===== src/verilog/adc_serial_consts.vh =====
// Constants for the converter serial control block
`ifndef ADC_SERIAL_CONSTS_VH
`define ADC_SERIAL_CONSTS_VH
`define CTRL_START_BIT 7
`define CTRL_SEL_HI 6
`define CTRL_SEL_LO 4
`define CTRL_POLARITY_BIT 3
`define CTRL_CONFIG_BIT 2
`define CTRL_PCS_HI 1
`define CTRL_PCS_LO 0
`define PCS_FULL_PD 2'h0
`define PCS_FAST_PD 2'h1
`define PCS_INT_CLK 2'h2
`define PCS_EXT_CLK 2'h3
`define RESULT_BITS 10
`define DECISION_BITS 12
`define TRACK_START_BIT 5
`define CTRL_BITS 8
`define INT_CONV_CLKS 8'h0C
`define FIFO_DEPTH 32
`endif


===== src/verilog/result_fifo.v =====
// Synchronous FIFO holding conversion results
`timescale 1ns/1ns
`default_nettype none
module result_fifo #(
    parameter WIDTH = 12,
    parameter DEPTH = 32,
    parameter AW = 5
) (
    input wire clk,
    input wire rst_n,
    input wire [WIDTH-1:0] in_data,
    input wire in_valid,
    output wire in_ready,
    output reg [WIDTH-1:0] out_data,
    output reg out_valid,
    input wire out_ready
);
    reg [WIDTH-1:0] mem [0:DEPTH-1];
    reg [AW:0] wr_q;
    reg [AW:0] rd_q;
    wire [AW:0] count = wr_q - rd_q;
    localparam [AW:0] DEPTH_W = DEPTH;
    wire full = (count == DEPTH_W);
    wire empty = (count == {(AW+1){1'b0}});
    wire pop = !empty && (!out_valid || out_ready);
    wire push = in_valid && !full;
    assign in_ready = !full;

    always @(posedge clk)
    begin
        if (push)
            mem[wr_q[AW-1:0]] <= in_data;
    end

    always @(posedge clk or negedge rst_n)
    begin
        if (!rst_n)
        begin
            wr_q <= {(AW+1){1'b0}};
            rd_q <= {(AW+1){1'b0}};
            out_valid <= 1'b0;
            out_data <= {WIDTH{1'b0}};
        end
        else
        begin
            if (push)
                wr_q <= wr_q + 1'b1;
            if (pop)
            begin
                rd_q <= rd_q + 1'b1;
                out_data <= mem[rd_q[AW-1:0]];
                out_valid <= 1'b1;
            end
            else if (out_ready)
                out_valid <= 1'b0;
        end
    end
endmodule
`default_nettype wire


===== src/verilog/adc_serial_control.v =====
// Serial control, track/hold and SAR sequencing of an 8-channel 10-bit converter
// Operation
// serial_out changes only on clock falling edges
// serial_out high impedance while select_n high
// Internal mode: strobe low during conversion
// External mode: strobe high one period before MSB
// External mode: strobe high impedance when deselected
// serial_in sampled on clock rising edges
// serial_in ignored while select_n high
// Host keeps clock duty 40 to 60 percent
// Conversion yields 10-bit successive-approximation result
// Single-ended: channel positive, negative to ground
// Differential: fixed adjacent pairs 0/1..6/7
// Acquisition three cycles, ends after last bit
// Track after bit five, hold after eight
// Reconnect capacitor to positive input when done
// Control byte MSB first, documented field layout
// First one after select falls is bit 7
// Host uses unipolar with single-ended input
// Differential unipolar negative input gives zero
// Single-ended channel code mapping table
// Differential pair mapping, upper codes swapped
// Conversion starts on falling edge after bit 8
// External mode shifts twelve decisions out
// Unipolar straight binary, bipolar two's complement
// Host sends 1XXXXX11 for external mode
// Power/clock encoding: 00,01,10,11 modes
// Zeros before start marker are ignored
`timescale 1ns/1ns
`default_nettype none
`include "adc_serial_consts.vh"
module adc_serial_control #(
    parameter DEPTH = `FIFO_DEPTH
) (
    input wire clk,
    input wire rst_n,
    input wire serial_clk,
    input wire select_n,
    input wire serial_in,
    output reg serial_out,
    output reg serial_out_oe_n,
    output reg conv_strobe,
    output reg conv_strobe_oe_n,
    // Comparator answer for the trial code on dac_code
    input wire comp_above,
    output reg [9:0] dac_code,
    output reg [3:0] pos_input,
    output reg [3:0] neg_input,
    output reg neg_is_ground,
    output reg track_hold,
    output reg cap_on_pos,
    output reg [2:0] channel_sel,
    output reg polarity_sel,
    output reg input_config_sel,
    output reg [1:0] power_clock_sel,
    output reg powered_down,
    output reg [11:0] result_data,
    output reg result_valid,
    input wire result_ready
);
    localparam ST_IDLE = 4'b0001;
    localparam ST_CTRL = 4'b0010;
    localparam ST_CONV = 4'b0100;
    localparam ST_SHIFT = 4'b1000;

    reg [2:0] sclk_sync_q;
    reg [1:0] sel_sync_q;
    reg [1:0] din_sync_q;
    reg [3:0] state_q;
    reg [7:0] shreg_q;
    reg [3:0] bitcnt_q;
    reg [3:0] step_q;
    reg [11:0] sar_q;
    reg [11:0] out_q;
    reg [3:0] outcnt_q;
    reg ext_mode_q;
    reg fifo_in_valid_q;
    reg [11:0] fifo_in_data_q;
    reg [7:0] int_cnt_q;

    wire sclk_s = sclk_sync_q[1];
    wire sclk_rise = sclk_s && !sclk_sync_q[2];
    wire sclk_fall = !sclk_s && sclk_sync_q[2];
    wire sel_n_s = sel_sync_q[1];
    wire din_s = din_sync_q[1];
    wire fifo_in_ready;
    wire [11:0] fifo_out_data;
    wire fifo_out_valid;
    // Output stage takes a word when its own slot is free or being read this cycle
    wire fifo_out_ready = !result_valid || result_ready;

    // Single-ended code to channel: bit 2 picks odd, bits 1:0 pick pair
    function [3:0] se_channel;
        input [2:0] code;
        begin
            se_channel = {1'b0, code[1:0], code[2]};
        end
    endfunction

    // One SAR step: settle the tried bit, then try the next lower one
    function [9:0] next_dac;
        input [9:0] code;
        input [3:0] step;
        input above;
        begin
            next_dac = (code & ~(10'h200 >> step))
                | (above ? (10'h200 >> step) : 10'h000)
                | (10'h100 >> step);
        end
    endfunction

    // Fed from the raw pins; sampled by our own clock only
    always @(posedge clk or negedge rst_n)
    begin
        if (!rst_n)
        begin
            sclk_sync_q <= 3'h0;
            sel_sync_q <= 2'h3;
            din_sync_q <= 2'h0;
        end
        else
        begin
            sclk_sync_q <= {sclk_sync_q[1], sclk_sync_q[0], serial_clk};
            sel_sync_q <= {sel_sync_q[0], select_n};
            din_sync_q <= {din_sync_q[0], serial_in};
        end
    end

    always @(posedge clk or negedge rst_n)
    begin
        if (!rst_n)
        begin
            state_q <= ST_IDLE;
            shreg_q <= 8'h00;
            bitcnt_q <= 4'h0;
            step_q <= 4'h0;
            sar_q <= 12'h000;
            out_q <= 12'h000;
            outcnt_q <= 4'h0;
            ext_mode_q <= 1'b0;
            int_cnt_q <= 8'h00;
            fifo_in_valid_q <= 1'b0;
            fifo_in_data_q <= 12'h000;
            serial_out <= 1'b0;
            serial_out_oe_n <= 1'b1;
            conv_strobe <= 1'b1;
            conv_strobe_oe_n <= 1'b1;
            dac_code <= 10'h000;
            pos_input <= 4'h0;
            neg_input <= 4'h0;
            neg_is_ground <= 1'b1;
            track_hold <= 1'b0;
            cap_on_pos <= 1'b1;
            channel_sel <= 3'h0;
            polarity_sel <= 1'b1;
            input_config_sel <= 1'b1;
            power_clock_sel <= `PCS_INT_CLK;
            powered_down <= 1'b0;
        end
        else
        begin
            if (fifo_in_valid_q && fifo_in_ready)
                fifo_in_valid_q <= 1'b0;
            serial_out_oe_n <= sel_n_s;
            if (ext_mode_q)
                conv_strobe_oe_n <= sel_n_s;
            else
                conv_strobe_oe_n <= 1'b0;
            // Control byte framing, reading only while selected
            if (sclk_rise && !sel_n_s)
            begin
                if (state_q == ST_IDLE || state_q == ST_SHIFT)
                begin
                    if (din_s)
                    begin
                        shreg_q <= 8'h01;
                        bitcnt_q <= 4'h1;
                        state_q <= ST_CTRL;
                    end
                end
                else if (state_q == ST_CTRL && bitcnt_q < `CTRL_BITS)
                begin
                    shreg_q <= {shreg_q[6:0], din_s};
                    bitcnt_q <= bitcnt_q + 4'h1;
                end
            end
            if (sclk_fall)
            begin
                case (state_q)
                    ST_CTRL:
                    begin
                        if (bitcnt_q == `TRACK_START_BIT)
                        begin
                            track_hold <= 1'b1;
                            cap_on_pos <= 1'b1;
                            channel_sel <= shreg_q[3:1];
                            pos_input <= se_channel(shreg_q[3:1]);
                        end
                        if (bitcnt_q == 4'd7)
                        begin
                            input_config_sel <= shreg_q[1];
                            if (shreg_q[1])
                            begin
                                neg_is_ground <= 1'b1;
                                pos_input <= se_channel(channel_sel);
                            end
                            else
                            begin
                                neg_is_ground <= 1'b0;
                                pos_input <= {1'b0, channel_sel[1:0], channel_sel[2]};
                                neg_input <= {1'b0, channel_sel[1:0], !channel_sel[2]};
                            end
                            polarity_sel <= shreg_q[2];
                        end
                        if (bitcnt_q == `CTRL_BITS)
                        begin
                            // Hold and start on the falling edge after bit 8
                            track_hold <= 1'b0;
                            cap_on_pos <= 1'b0;
                            power_clock_sel <= shreg_q[1:0];
                            case (shreg_q[1:0])
                                `PCS_EXT_CLK:
                                begin
                                    ext_mode_q <= 1'b1;
                                    conv_strobe <= 1'b1;
                                    powered_down <= 1'b0;
                                end
                                `PCS_INT_CLK:
                                begin
                                    ext_mode_q <= 1'b0;
                                    conv_strobe <= 1'b0;
                                    powered_down <= 1'b0;
                                end
                                default:
                                begin
                                    ext_mode_q <= 1'b0;
                                    conv_strobe <= 1'b0;
                                    powered_down <= 1'b1;
                                end
                            endcase
                            sar_q <= 12'h000;
                            dac_code <= 10'h200;
                            step_q <= 4'h0;
                            int_cnt_q <= 8'h00;
                            state_q <= ST_CONV;
                        end
                    end
                    ST_CONV:
                    begin
                        if (ext_mode_q)
                        begin
                            // SAR decision, presented at once on serial_out
                            conv_strobe <= 1'b0;
                            serial_out <= comp_above;
                            sar_q <= {sar_q[10:0], comp_above};
                            step_q <= step_q + 4'h1;
                            if (step_q < 4'd9)
                                dac_code <= next_dac(dac_code, step_q, comp_above);
                            if (step_q == `DECISION_BITS - 1)
                            begin
                                cap_on_pos <= 1'b1;
                                state_q <= ST_IDLE;
                                fifo_in_valid_q <= 1'b1;
                                fifo_in_data_q <= {sar_q[10:0], comp_above};
                            end
                        end
                        else
                            serial_out <= 1'b0;
                    end
                    ST_SHIFT:
                    begin
                        serial_out <= out_q[11];
                        out_q <= {out_q[10:0], 1'b0};
                        outcnt_q <= outcnt_q + 4'h1;
                        if (outcnt_q == `DECISION_BITS - 1)
                            state_q <= ST_IDLE;
                    end
                    default:
                    begin
                        serial_out <= 1'b0;
                    end
                endcase
            end
            // Internal clock mode: a fixed number of our own clocks per decision
            if (state_q == ST_CONV && !ext_mode_q && !powered_down)
            begin
                int_cnt_q <= int_cnt_q + 8'h01;
                if (int_cnt_q == `INT_CONV_CLKS)
                begin
                    int_cnt_q <= 8'h00;
                    sar_q <= {sar_q[10:0], comp_above};
                    step_q <= step_q + 4'h1;
                    if (step_q < 4'd9)
                        dac_code <= next_dac(dac_code, step_q, comp_above);
                    if (step_q == `DECISION_BITS - 1)
                    begin
                        conv_strobe <= 1'b1;
                        cap_on_pos <= 1'b1;
                        out_q <= {sar_q[10:0], comp_above};
                        outcnt_q <= 4'h0;
                        fifo_in_valid_q <= 1'b1;
                        fifo_in_data_q <= {sar_q[10:0], comp_above};
                        state_q <= ST_SHIFT;
                    end
                end
            end
            if (state_q == ST_CONV && !ext_mode_q && powered_down)
                state_q <= ST_IDLE;
            // Unipolar and bipolar codes come straight from the comparator
            // through the DAC transfer, so the data word needs no recoding
        end
    end

    result_fifo #(
        .WIDTH(12),
        .DEPTH(DEPTH),
        .AW(5)
    ) u_fifo (
        .clk(clk),
        .rst_n(rst_n),
        .in_data(fifo_in_data_q),
        .in_valid(fifo_in_valid_q),
        .in_ready(fifo_in_ready),
        .out_data(fifo_out_data),
        .out_valid(fifo_out_valid),
        .out_ready(fifo_out_ready)
    );

    always @(posedge clk or negedge rst_n)
    begin
        if (!rst_n)
        begin
            result_data <= 12'h000;
            result_valid <= 1'b0;
        end
        else if (fifo_out_ready)
        begin
            result_valid <= fifo_out_valid;
            if (fifo_out_valid)
                result_data <= fifo_out_data;
        end
    end
endmodule
`default_nettype wire


===== config.mk =====
export PLATFORM = sky130hd
export DESIGN_NAME = adc_serial_control
export DESIGN_NICKNAME = d
export VERILOG_FILES = /design/src/verilog/result_fifo.v /design/src/verilog/adc_serial_control.v
export VERILOG_INCLUDE_DIRS = /design/src /design/src/verilog
export SDC_FILE = /design/constraint.sdc
export NUM_CORES = 1
export LEC_CHECK = 0
export BUFFER_PORTS_ARGS = -buffer_cell sky130_fd_sc_hd__buf_2
export CAP_MARGIN = 15
export CORE_UTILIZATION = 50
export CTS_CLUSTER_SIZE = 30
export DETAILED_ROUTE_END_ITERATION = 10
export HOLD_SLACK_MARGIN = 0.1
export PLACE_DENSITY = 0.74
export REMOVE_ABC_BUFFERS = 1
export SLEW_MARGIN = 10
export SYNTH_ARGS = -nofsm -noshare
export SYNTH_HDL_FRONTEND = slang
export SYNTH_SLANG_ARGS = --single-unit

===== constraint.sdc =====
create_clock -name clk -period 4.2 [get_ports clk]
set_input_delay 0.21 -clock clk [delete_from_list [all_inputs] [get_ports clk]]
set_output_delay 0.21 -clock clk [all_outputs]
set_load 0.01 [all_outputs]

==> results of run 1 <==
area by class of cell:
cell class,count,share of cell area [%]
Multi-Input combinational cell,582,23.6
Clock buffer,64,5.92
Inverter,19,0.298
Sequential cell,524,62.9
Clock inverter,33,1.49
Timing Repair Buffer,108,3.00
Tap cell,532,2.78
sequential cells by signal, summed over array words and instances (netlist names), 3 cells and up:
register,flops
u_fifo.mem,384
fifo_in_data_q,12
out_q,12
result_data,12
u_fifo.out_data,12
sar_q,11
dac_code,10
int_cnt_q,8
u_fifo.rd_q,6
u_fifo.wr_q,6
bitcnt_q,4
outcnt_q,4
shreg_q,4
state_q,4
step_q,4
channel_sel,3
neg_input,3
pos_input,3
sclk_sync_q,3
per-layer routing:
metal | global-route usage (%) | wire (um) | vias to the layer above
met5 | 0 | 0 | -
met4 | 5.89 | 918 | 0
met3 | 4.55 | 3330 | 62
met2 | 32.0 | 20400 | 440
met1 | 30.5 | 19000 | 5696
li1 | - | - | 4841
synth_stat cells, types with 3 or more instances:
cell                        count  share of area, %
sky130_fd_sc_hd__nand3b_1       7              0.25
sky130_fd_sc_hd__nand2_1       63               1.1
sky130_fd_sc_hd__o31ai_1        5              0.18
sky130_fd_sc_hd__and3_1         5              0.15
sky130_fd_sc_hd__edfxtp_1     384                55
sky130_fd_sc_hd__o22ai_1       15              0.45
sky130_fd_sc_hd__and2_1         4              0.12
sky130_fd_sc_hd__a22o_1        15              0.62
sky130_fd_sc_hd__o21ai_1        4             0.095
sky130_fd_sc_hd__nor2b_1        9              0.27
sky130_fd_sc_hd__buf_4          4              0.14
sky130_fd_sc_hd__mux2i_1       41               1.9
sky130_fd_sc_hd__nand4_1        4              0.12
sky130_fd_sc_hd__buf_6          3              0.16
sky130_fd_sc_hd__inv_1         19              0.34
sky130_fd_sc_hd__ha_1          23               1.4
sky130_fd_sc_hd__nor3_1         4             0.095
sky130_fd_sc_hd__clkbuf_1      31              0.55
sky130_fd_sc_hd__a21oi_1       26              0.62
sky130_fd_sc_hd__o21ai_0       53               1.3
sky130_fd_sc_hd__buf_2         18              0.43
sky130_fd_sc_hd__xnor2_1       14              0.58
sky130_fd_sc_hd__mux4_2       108                12
sky130_fd_sc_hd__mux2_2        27               1.4
sky130_fd_sc_hd__nand3_1       17              0.40
sky130_fd_sc_hd__nand2b_1       4              0.12
sky130_fd_sc_hd__nor2_1        70               1.2
sky130_fd_sc_hd__a31oi_1        3             0.089
sky130_fd_sc_hd__dfrtp_1      130                15
sky130_fd_sc_hd__mux2_1         8              0.43
sky130_fd_sc_hd__xor2_1         6              0.25
sky130_fd_sc_hd__or3_1          3             0.089
sky130_fd_sc_hd__o2bb2ai_1      5              0.21
sky130_fd_sc_hd__dfstp_2       10               1.2
final timing paths:
check                                                 from                              to
worst max register to register  u_fifo.rd_q[3]$_DFFE_PN0P_      u_fifo.mem[3][1]$_DFFE_PP_
worst min-delay path                              select_n         sel_sync_q[0]$_DFF_PN1_
max in group asynchronous                            rst_n  u_fifo.out_data[6]$_DFFE_PN0P_
min in group asynchronous                            rst_n        neg_input[1]$_DFFE_PN0P_
worst min register to register    sclk_sync_q[0]$_DFF_PN0_        sclk_sync_q[1]$_DFF_PN0_
worst max-delay path            u_fifo.rd_q[3]$_DFFE_PN0P_      u_fifo.mem[3][1]$_DFFE_PP_
worst register-to-register path, cell delays in order, from the launching register on:
cell,delay (ns)
sky130_fd_sc_hd__dfrtp_1,0.58
sky130_fd_sc_hd__inv_1,0.18
sky130_fd_sc_hd__ha_1,0.37
sky130_fd_sc_hd__o221ai_1,0.13
sky130_fd_sc_hd__a21oi_1,0.17
sky130_fd_sc_hd__xnor2_1,0.17
sky130_fd_sc_hd__a21boi_2,0.41
sky130_fd_sc_hd__nand2_1,0.54
sky130_fd_sc_hd__nor2_1,0.25
sky130_fd_sc_hd__buf_4,0.24
report_power, final:
part           internal [W]  leakage (nW)  switching, W
sequential          0.00566          4.44      0.000106
combinational      0.000725          2.35      0.000927
clock               0.00283         0.870       0.00193
total               0.00922          7.66       0.00296
kinds of logic (layout without fill, tap and decap cells):
group                      count (synthesis)  after routing  share of synthesized area [%]
DFF                                      524            524                           71.5
and+or+nand+nor                          207            207                           4.81
muxes                                    184            184                           15.4
AOI/OAI and AO/OA                        146            146                           4.45
buffers and inverters                     77            224                           1.66
adders and majority gates                 23             23                           1.37
xor gates and xnor gates                  20             20                          0.832
other                                      1              2                         0.0178
stage by stage:
step | hold WS [ns] | setup WS, ns | area [sq um] | TNS (ns)
after floorplan | -0.0856 | -2.72 | 20800 | -837.40
after CTS | 0.242 | 0.896 | 23900 | 0
after global placement | 0.316 | 1.01 | 22100 | 0
final | 0.274 | 0.856 | 23900 | 0
after global routing | 0.262 | 0.544 | 23900 | 0
after detailed placement | 0.322 | 0.919 | 22100 | 0
==> summary.md, run 1 <==
| Metric | Value |
|---|---|
| Number of buffers on the longest clock path | 3 |
| Clock tree from TritonCTS | built |
| Cell breakdown of the critical path | inv_1, ha_1, o221ai_1, a21oi_1, xnor2_1, a21boi_2, nand2_1, nor2_1, buf_4 |
| First-pass GRT wire length | 67600 um |
| Antenna violations before repair | 0 |
| Number of hold buffers added after CTS | 6 |
| Total global routing overflow | 0 |
| Total clock sinks | 524 |
| Headroom to the max-slew limit | approximately a third |
| Port buffer count | 50 |
| Most common cell after layout, fill and taps aside | sky130_fd_sc_hd__edfxtp_1 |
| FF+latch count, synth | 524 |
| Endpoint type of the worst setup path | flip-flop |
| Unique masters post-synth | 65 |
| Number of H-tree levels | 2 |
| Clock root cell | sky130_fd_sc_hd__clkbuf_16 |
| Die footprint | 42900 sq um |
| Core region area | around 41000 sq um |
| Worst min-delay path category | in2reg |
| Initial Util | 51.1% |
| Highest-count cells in the layout ignoring fill and taps | sky130_fd_sc_hd__edfxtp_1, sky130_fd_sc_hd__dfrtp_1, sky130_fd_sc_hd__mux4_2 |
| Post-synth design cell area | between 20000 and 25000 sq um |
| Static leakage power | roughly 7.7 nW |
| Share of async-settable or async-resettable flops after synthesis | between 20% and 30% |
| Family with the most delay on the worst path | simple AND/OR/NAND/NOR gates |
| Power per Cell Area | ~510 nW/um^2 |
| Final Critical Period | 3.34 ns |
| Total number of yosys warnings | 0 |
| Largest net degree at the start of global routing | 113 |
| Hpwl dp | 27600 um |
| Hold path depth | 2 |
| Arrival time reported for the critical path endpoint | 3.63 ns |
| Mean instance size in the synthesized netlist | between 15 and 20 sq um |
| Post-synthesis cell count | 1182 |
| Boundary pin count | 53 |
| Sequential cell area in the final layout | 15100 sq um |
| Total wire length | around 44000 um |
| Setup violations, final | 0 |
| Count of cells along the worst register-to-register path | 9 |
| Number of violations of the max-capacitance limit | 0 |
| Portion of the post-synthesis area used by sequential elements | 71.5% |
| Utilization of the core after routing | 58.1% |
| Count of antenna diodes in the layout | 0 |
| Number of nets still failing antenna checks after routing | 0 |
| Final cycle utilization of the critical path | between 70 and 80% |
| Tot GR Track Use | 20.9% |
| Startpoint kind of the worst setup timing path | flip-flop |
| Standard cell with the maximum stage delay on the critical path | sky130_fd_sc_hd__dfrtp_1 |
| Required time of the worst setup path | 4.48 ns |
| Wire length per cell after detailed routing | about 23 um |
| Die boundary width | 207 um |
| Die height | 207 um |
| Final-layout fill cell count | between 3000 and 4000 |
| Max Clock Skew | 0.0186 ns |
| Signed area change from the synthesized netlist to the final layout | 13.8% |
| Crit Path Category | reg2reg |
| Weighted congestion reported at the end of routability-driven placement | roughly 0.87 |
| Final max-slew violation count | 0 |
| Vias after detailed routing | 11000 |
| DR DRC count | 0 |
| Number of synthesized flops with an enable pin | 384 |
| Hold violation total from the final report | 0 |
| Layout net count | ~1300 |
| Via density per instance | 5.93 |
| Worst setup slack for register-to-register paths | 0.86 ns |
| Outcome | complete, no violations |
| Transition time at the pin with the least slew margin | just over 1 ns |
| Clock slew seen by the registers of the worst setup and hold paths | 0.06 ns |
| Critical Path Stages | 9 |
| Critical path buffer and inverter count | 2 |
| Cells resized by post-CTS repair | 0 |
| Maximum clock rate | around 0.3 GHz |
| Worst-path maximum fanout | 14 |
| Worst-skew pair later-pin latency | 0.59 ns |
| CP peak stage delay | 0.58 ns |
| Via count of the first global-routing pass | 11100 |
| Maximum vdd ir drop | ~420 uV |
| Share of post-route cells with drive strength above 1 | between 20% and 30% |
| Initial drt markers | approximately 950 |
| Length of the first detailed-routing pass in iterations | 5 |
| Post-synth top flop | sky130_fd_sc_hd__edfxtp_1 |
| Placed Cells | between 1500 and 2000 |
| Sum of internal, switching and leakage power | 0.0122 W |
| Std cell rows | 74 |
| Setup repair after global routing missed its margin | false |
| # Post-CTS Setup Buffers | 0 |
| Final Non-Filler Cells | 1862 |
| Multi-input combinational cell area | 5660 sq um |
| Number of buffers created by CTS | 52 |
Power figures use the tool's default switching activity.
==> run 2: changes to the inputs <==
Clock period 4.2 ns to 3.47 ns, I/O delays scaled along.
==> summary.md, run 2 (synthesis results as in run 1) <==
| Metric | Value |
|---|---|
| Outcome | complete, no violations |
| Required time of the worst setup path | 3.67 ns |
| Port buffer count | 50 |
| Total wire length | 43800 um |
| Sum of internal, switching and leakage power | 0.0146 W |
| Die boundary width | approximately 210 um |
| Arrival time reported for the critical path endpoint | about 3.6 ns |
| Largest register FFs | 384 |
| Number of violations of the max-capacitance limit | 0 |
| Design Area, Final | 23900 sq um |
| Critical path's most frequent cell | sky130_fd_sc_hd__buf_4 |
| Highest-count cells in the layout ignoring fill and taps | sky130_fd_sc_hd__edfxtp_1, sky130_fd_sc_hd__dfrtp_1, sky130_fd_sc_hd__mux4_2 |
| Initial Util | 51.1% |
| Most common cell after layout, fill and taps aside | sky130_fd_sc_hd__edfxtp_1 |
| Number of buffers created by CTS | 52 |
| Antenna violations before repair | 0 |
| Transition time at the pin with the least slew margin | 1.13 ns |
| Worst-path maximum fanout | 12 |
| Clock tree from TritonCTS | built |
| Static leakage power | 7.63 nW |
| Setup repair after global routing missed its margin | true |
| Number of H-tree levels | 2 |
| Share of post-route cells with drive strength above 1 | between 20% and 30% |
| Signed area change from the synthesized netlist to the final layout | 13.5% |
| Number of nets still failing antenna checks after routing | 0 |
| Total clock sinks | 524 |
| Sequential cell area in the final layout | 15100 sq um |
| Total global routing overflow | 0 |
| Maximum clock rate | 0.296 GHz |
| Setup violations, final | 0 |
| Wire length per cell after detailed routing | 23.5 um |
| Via count of the first global-routing pass | 11100 |
| Clock root cell | sky130_fd_sc_hd__clkbuf_16 |
| Final-layout fill cell count | 2987 |
| Final cycle utilization of the critical path | 97.3% |
| Worst-skew pair later-pin latency | 0.59 ns |
| DR DRC count | 0 |
| Weighted congestion reported at the end of routability-driven placement | 0.846 |
| Crit Path Category | reg2reg |
| Final max-slew violation count | 0 |
| Die height | 207 um |
| First-pass GRT wire length | 67200 um |
| Length of the first detailed-routing pass in iterations | 6 |
| Maximum vdd ir drop | 516 uV |
| Hpwl dp | 27100 um |
| Setup TNS | 0 ns |
| Core region area | 41200 sq um |
| Hold violation total from the final report | 0 |
| Largest net degree at the start of global routing | a little over 100 |
| Clock slew seen by the registers of the worst setup and hold paths | 0.06 ns |
| Cell breakdown of the critical path | inv_1, ha_1, or2_2, o22ai_1, nand3b_1, a211oi_1, a21boi_2, buf_4, nand2_1, buf_4, nor2_1 |
| Minimum setup slack after placement | 0.0573 ns |
| Power per Cell Area | slightly above 600 nW/um^2 |
| Die footprint | 42900 sq um |
| Endpoint type of the worst setup path | flip-flop |
| Vias after detailed routing | 11000 |
| Min setup slack post-route | 0.0924 ns |
| Boundary pin count | 53 |
| Area after DPL | 22100 sq um |
| Worst hold-check slack | ~0.24 ns |
| Number of buffers on the longest clock path | 3 |
| Headroom to the max-slew limit | roughly a quarter |
| Multi-input combinational cell area | 5670 sq um |
| Max Clock Skew | 0.0254 ns |
| Via density per instance | just under 6 |
| Worst min-delay path category | in2reg |
| Tot GR Track Use | approximately a fifth |
| Startpoint kind of the worst setup timing path | flip-flop |
| Initial drt markers | 945 |
| Standard cell with the maximum stage delay on the critical path | sky130_fd_sc_hd__nor2_1 |
| Layout net count | between 1000 and 1500 |
| Final Critical Period | around 3.4 ns |
| Count of antenna diodes in the layout | 0 |
| Std cell rows | 74 |
| CP peak stage delay | 0.85 ns |
## run 2: final timing paths
path,startpoint,endpoint,slack [ns],cells after the start
min in group asynchronous,rst_n,channel_sel[0]$_DFFE_PN0P_,0.26,2
setup / recovery,u_fifo.rd_q[1]$_DFFE_PN0P_,u_fifo.mem[7][8]$_DFFE_PP_,0.09,11
hold / removal,serial_in,din_sync_q[0]$_DFF_PN0_,0.24,2
setup reg to reg,u_fifo.rd_q[1]$_DFFE_PN0P_,u_fifo.mem[7][8]$_DFFE_PP_,0.09,11
hold reg to reg,sclk_sync_q[0]$_DFF_PN0_,sclk_sync_q[1]$_DFF_PN0_,0.35,0
max in group asynchronous,rst_n,u_fifo.out_valid$_DFFE_PN0P_,2.30,3
## run 2: layout make-up
class,count,area share (%)
Sequential cell,524,63.0
Multi-Input combinational cell,582,23.7
Clock buffer,75,6.33
Timing Repair Buffer,110,3.09
Inverter,19,0.298
Clock inverter,22,0.759
Tap cell,532,2.79
## run 2: where the power goes
group | total, W | switching, W | internal (W)
registers | 0.00696 | 0.000112 | 0.00685
logic | 0.00209 | 0.00118 | 0.000904
clock network | 0.00552 | 0.00234 | 0.00319
## run 2: worst max-delay path: cells and delay by family (launching register included)
family	cells	cell delay (ns)
simple gates	4	1.41
compound gates	3	0.53
buf+inv	3	0.42
flops	1	0.41
fa+ha+maj	1	0.21
## run 2: through the flow
stage / utilization, % / cells
floorplan: - / 1125
global placement: 53.6 / 1753
detailed placement: 53.6 / 1754
CTS: 57.8 / 1857
global route: 58.0 / 1864
finish: 58.0 / 1864
## run 2: layer usage
layer / vias to the layer above / track usage [%] / part of all wire (%)
li1: 4869 / - / -
met1: 5678 / 30.0 / 43
met2: 428 / 31.9 / 47
met3: 63 / 4.82 / 7.4
met4: 0 / 5.56 / 2.1
met5: - / 0 / 0
## run 2: repair_timing
action	in CTS	in global routing
buffers inserted	0	0
gates resized for setup	0	3
setup endpoints to repair	0	108
hold buffers	6	0
endpoints found under the hold margin	102	0
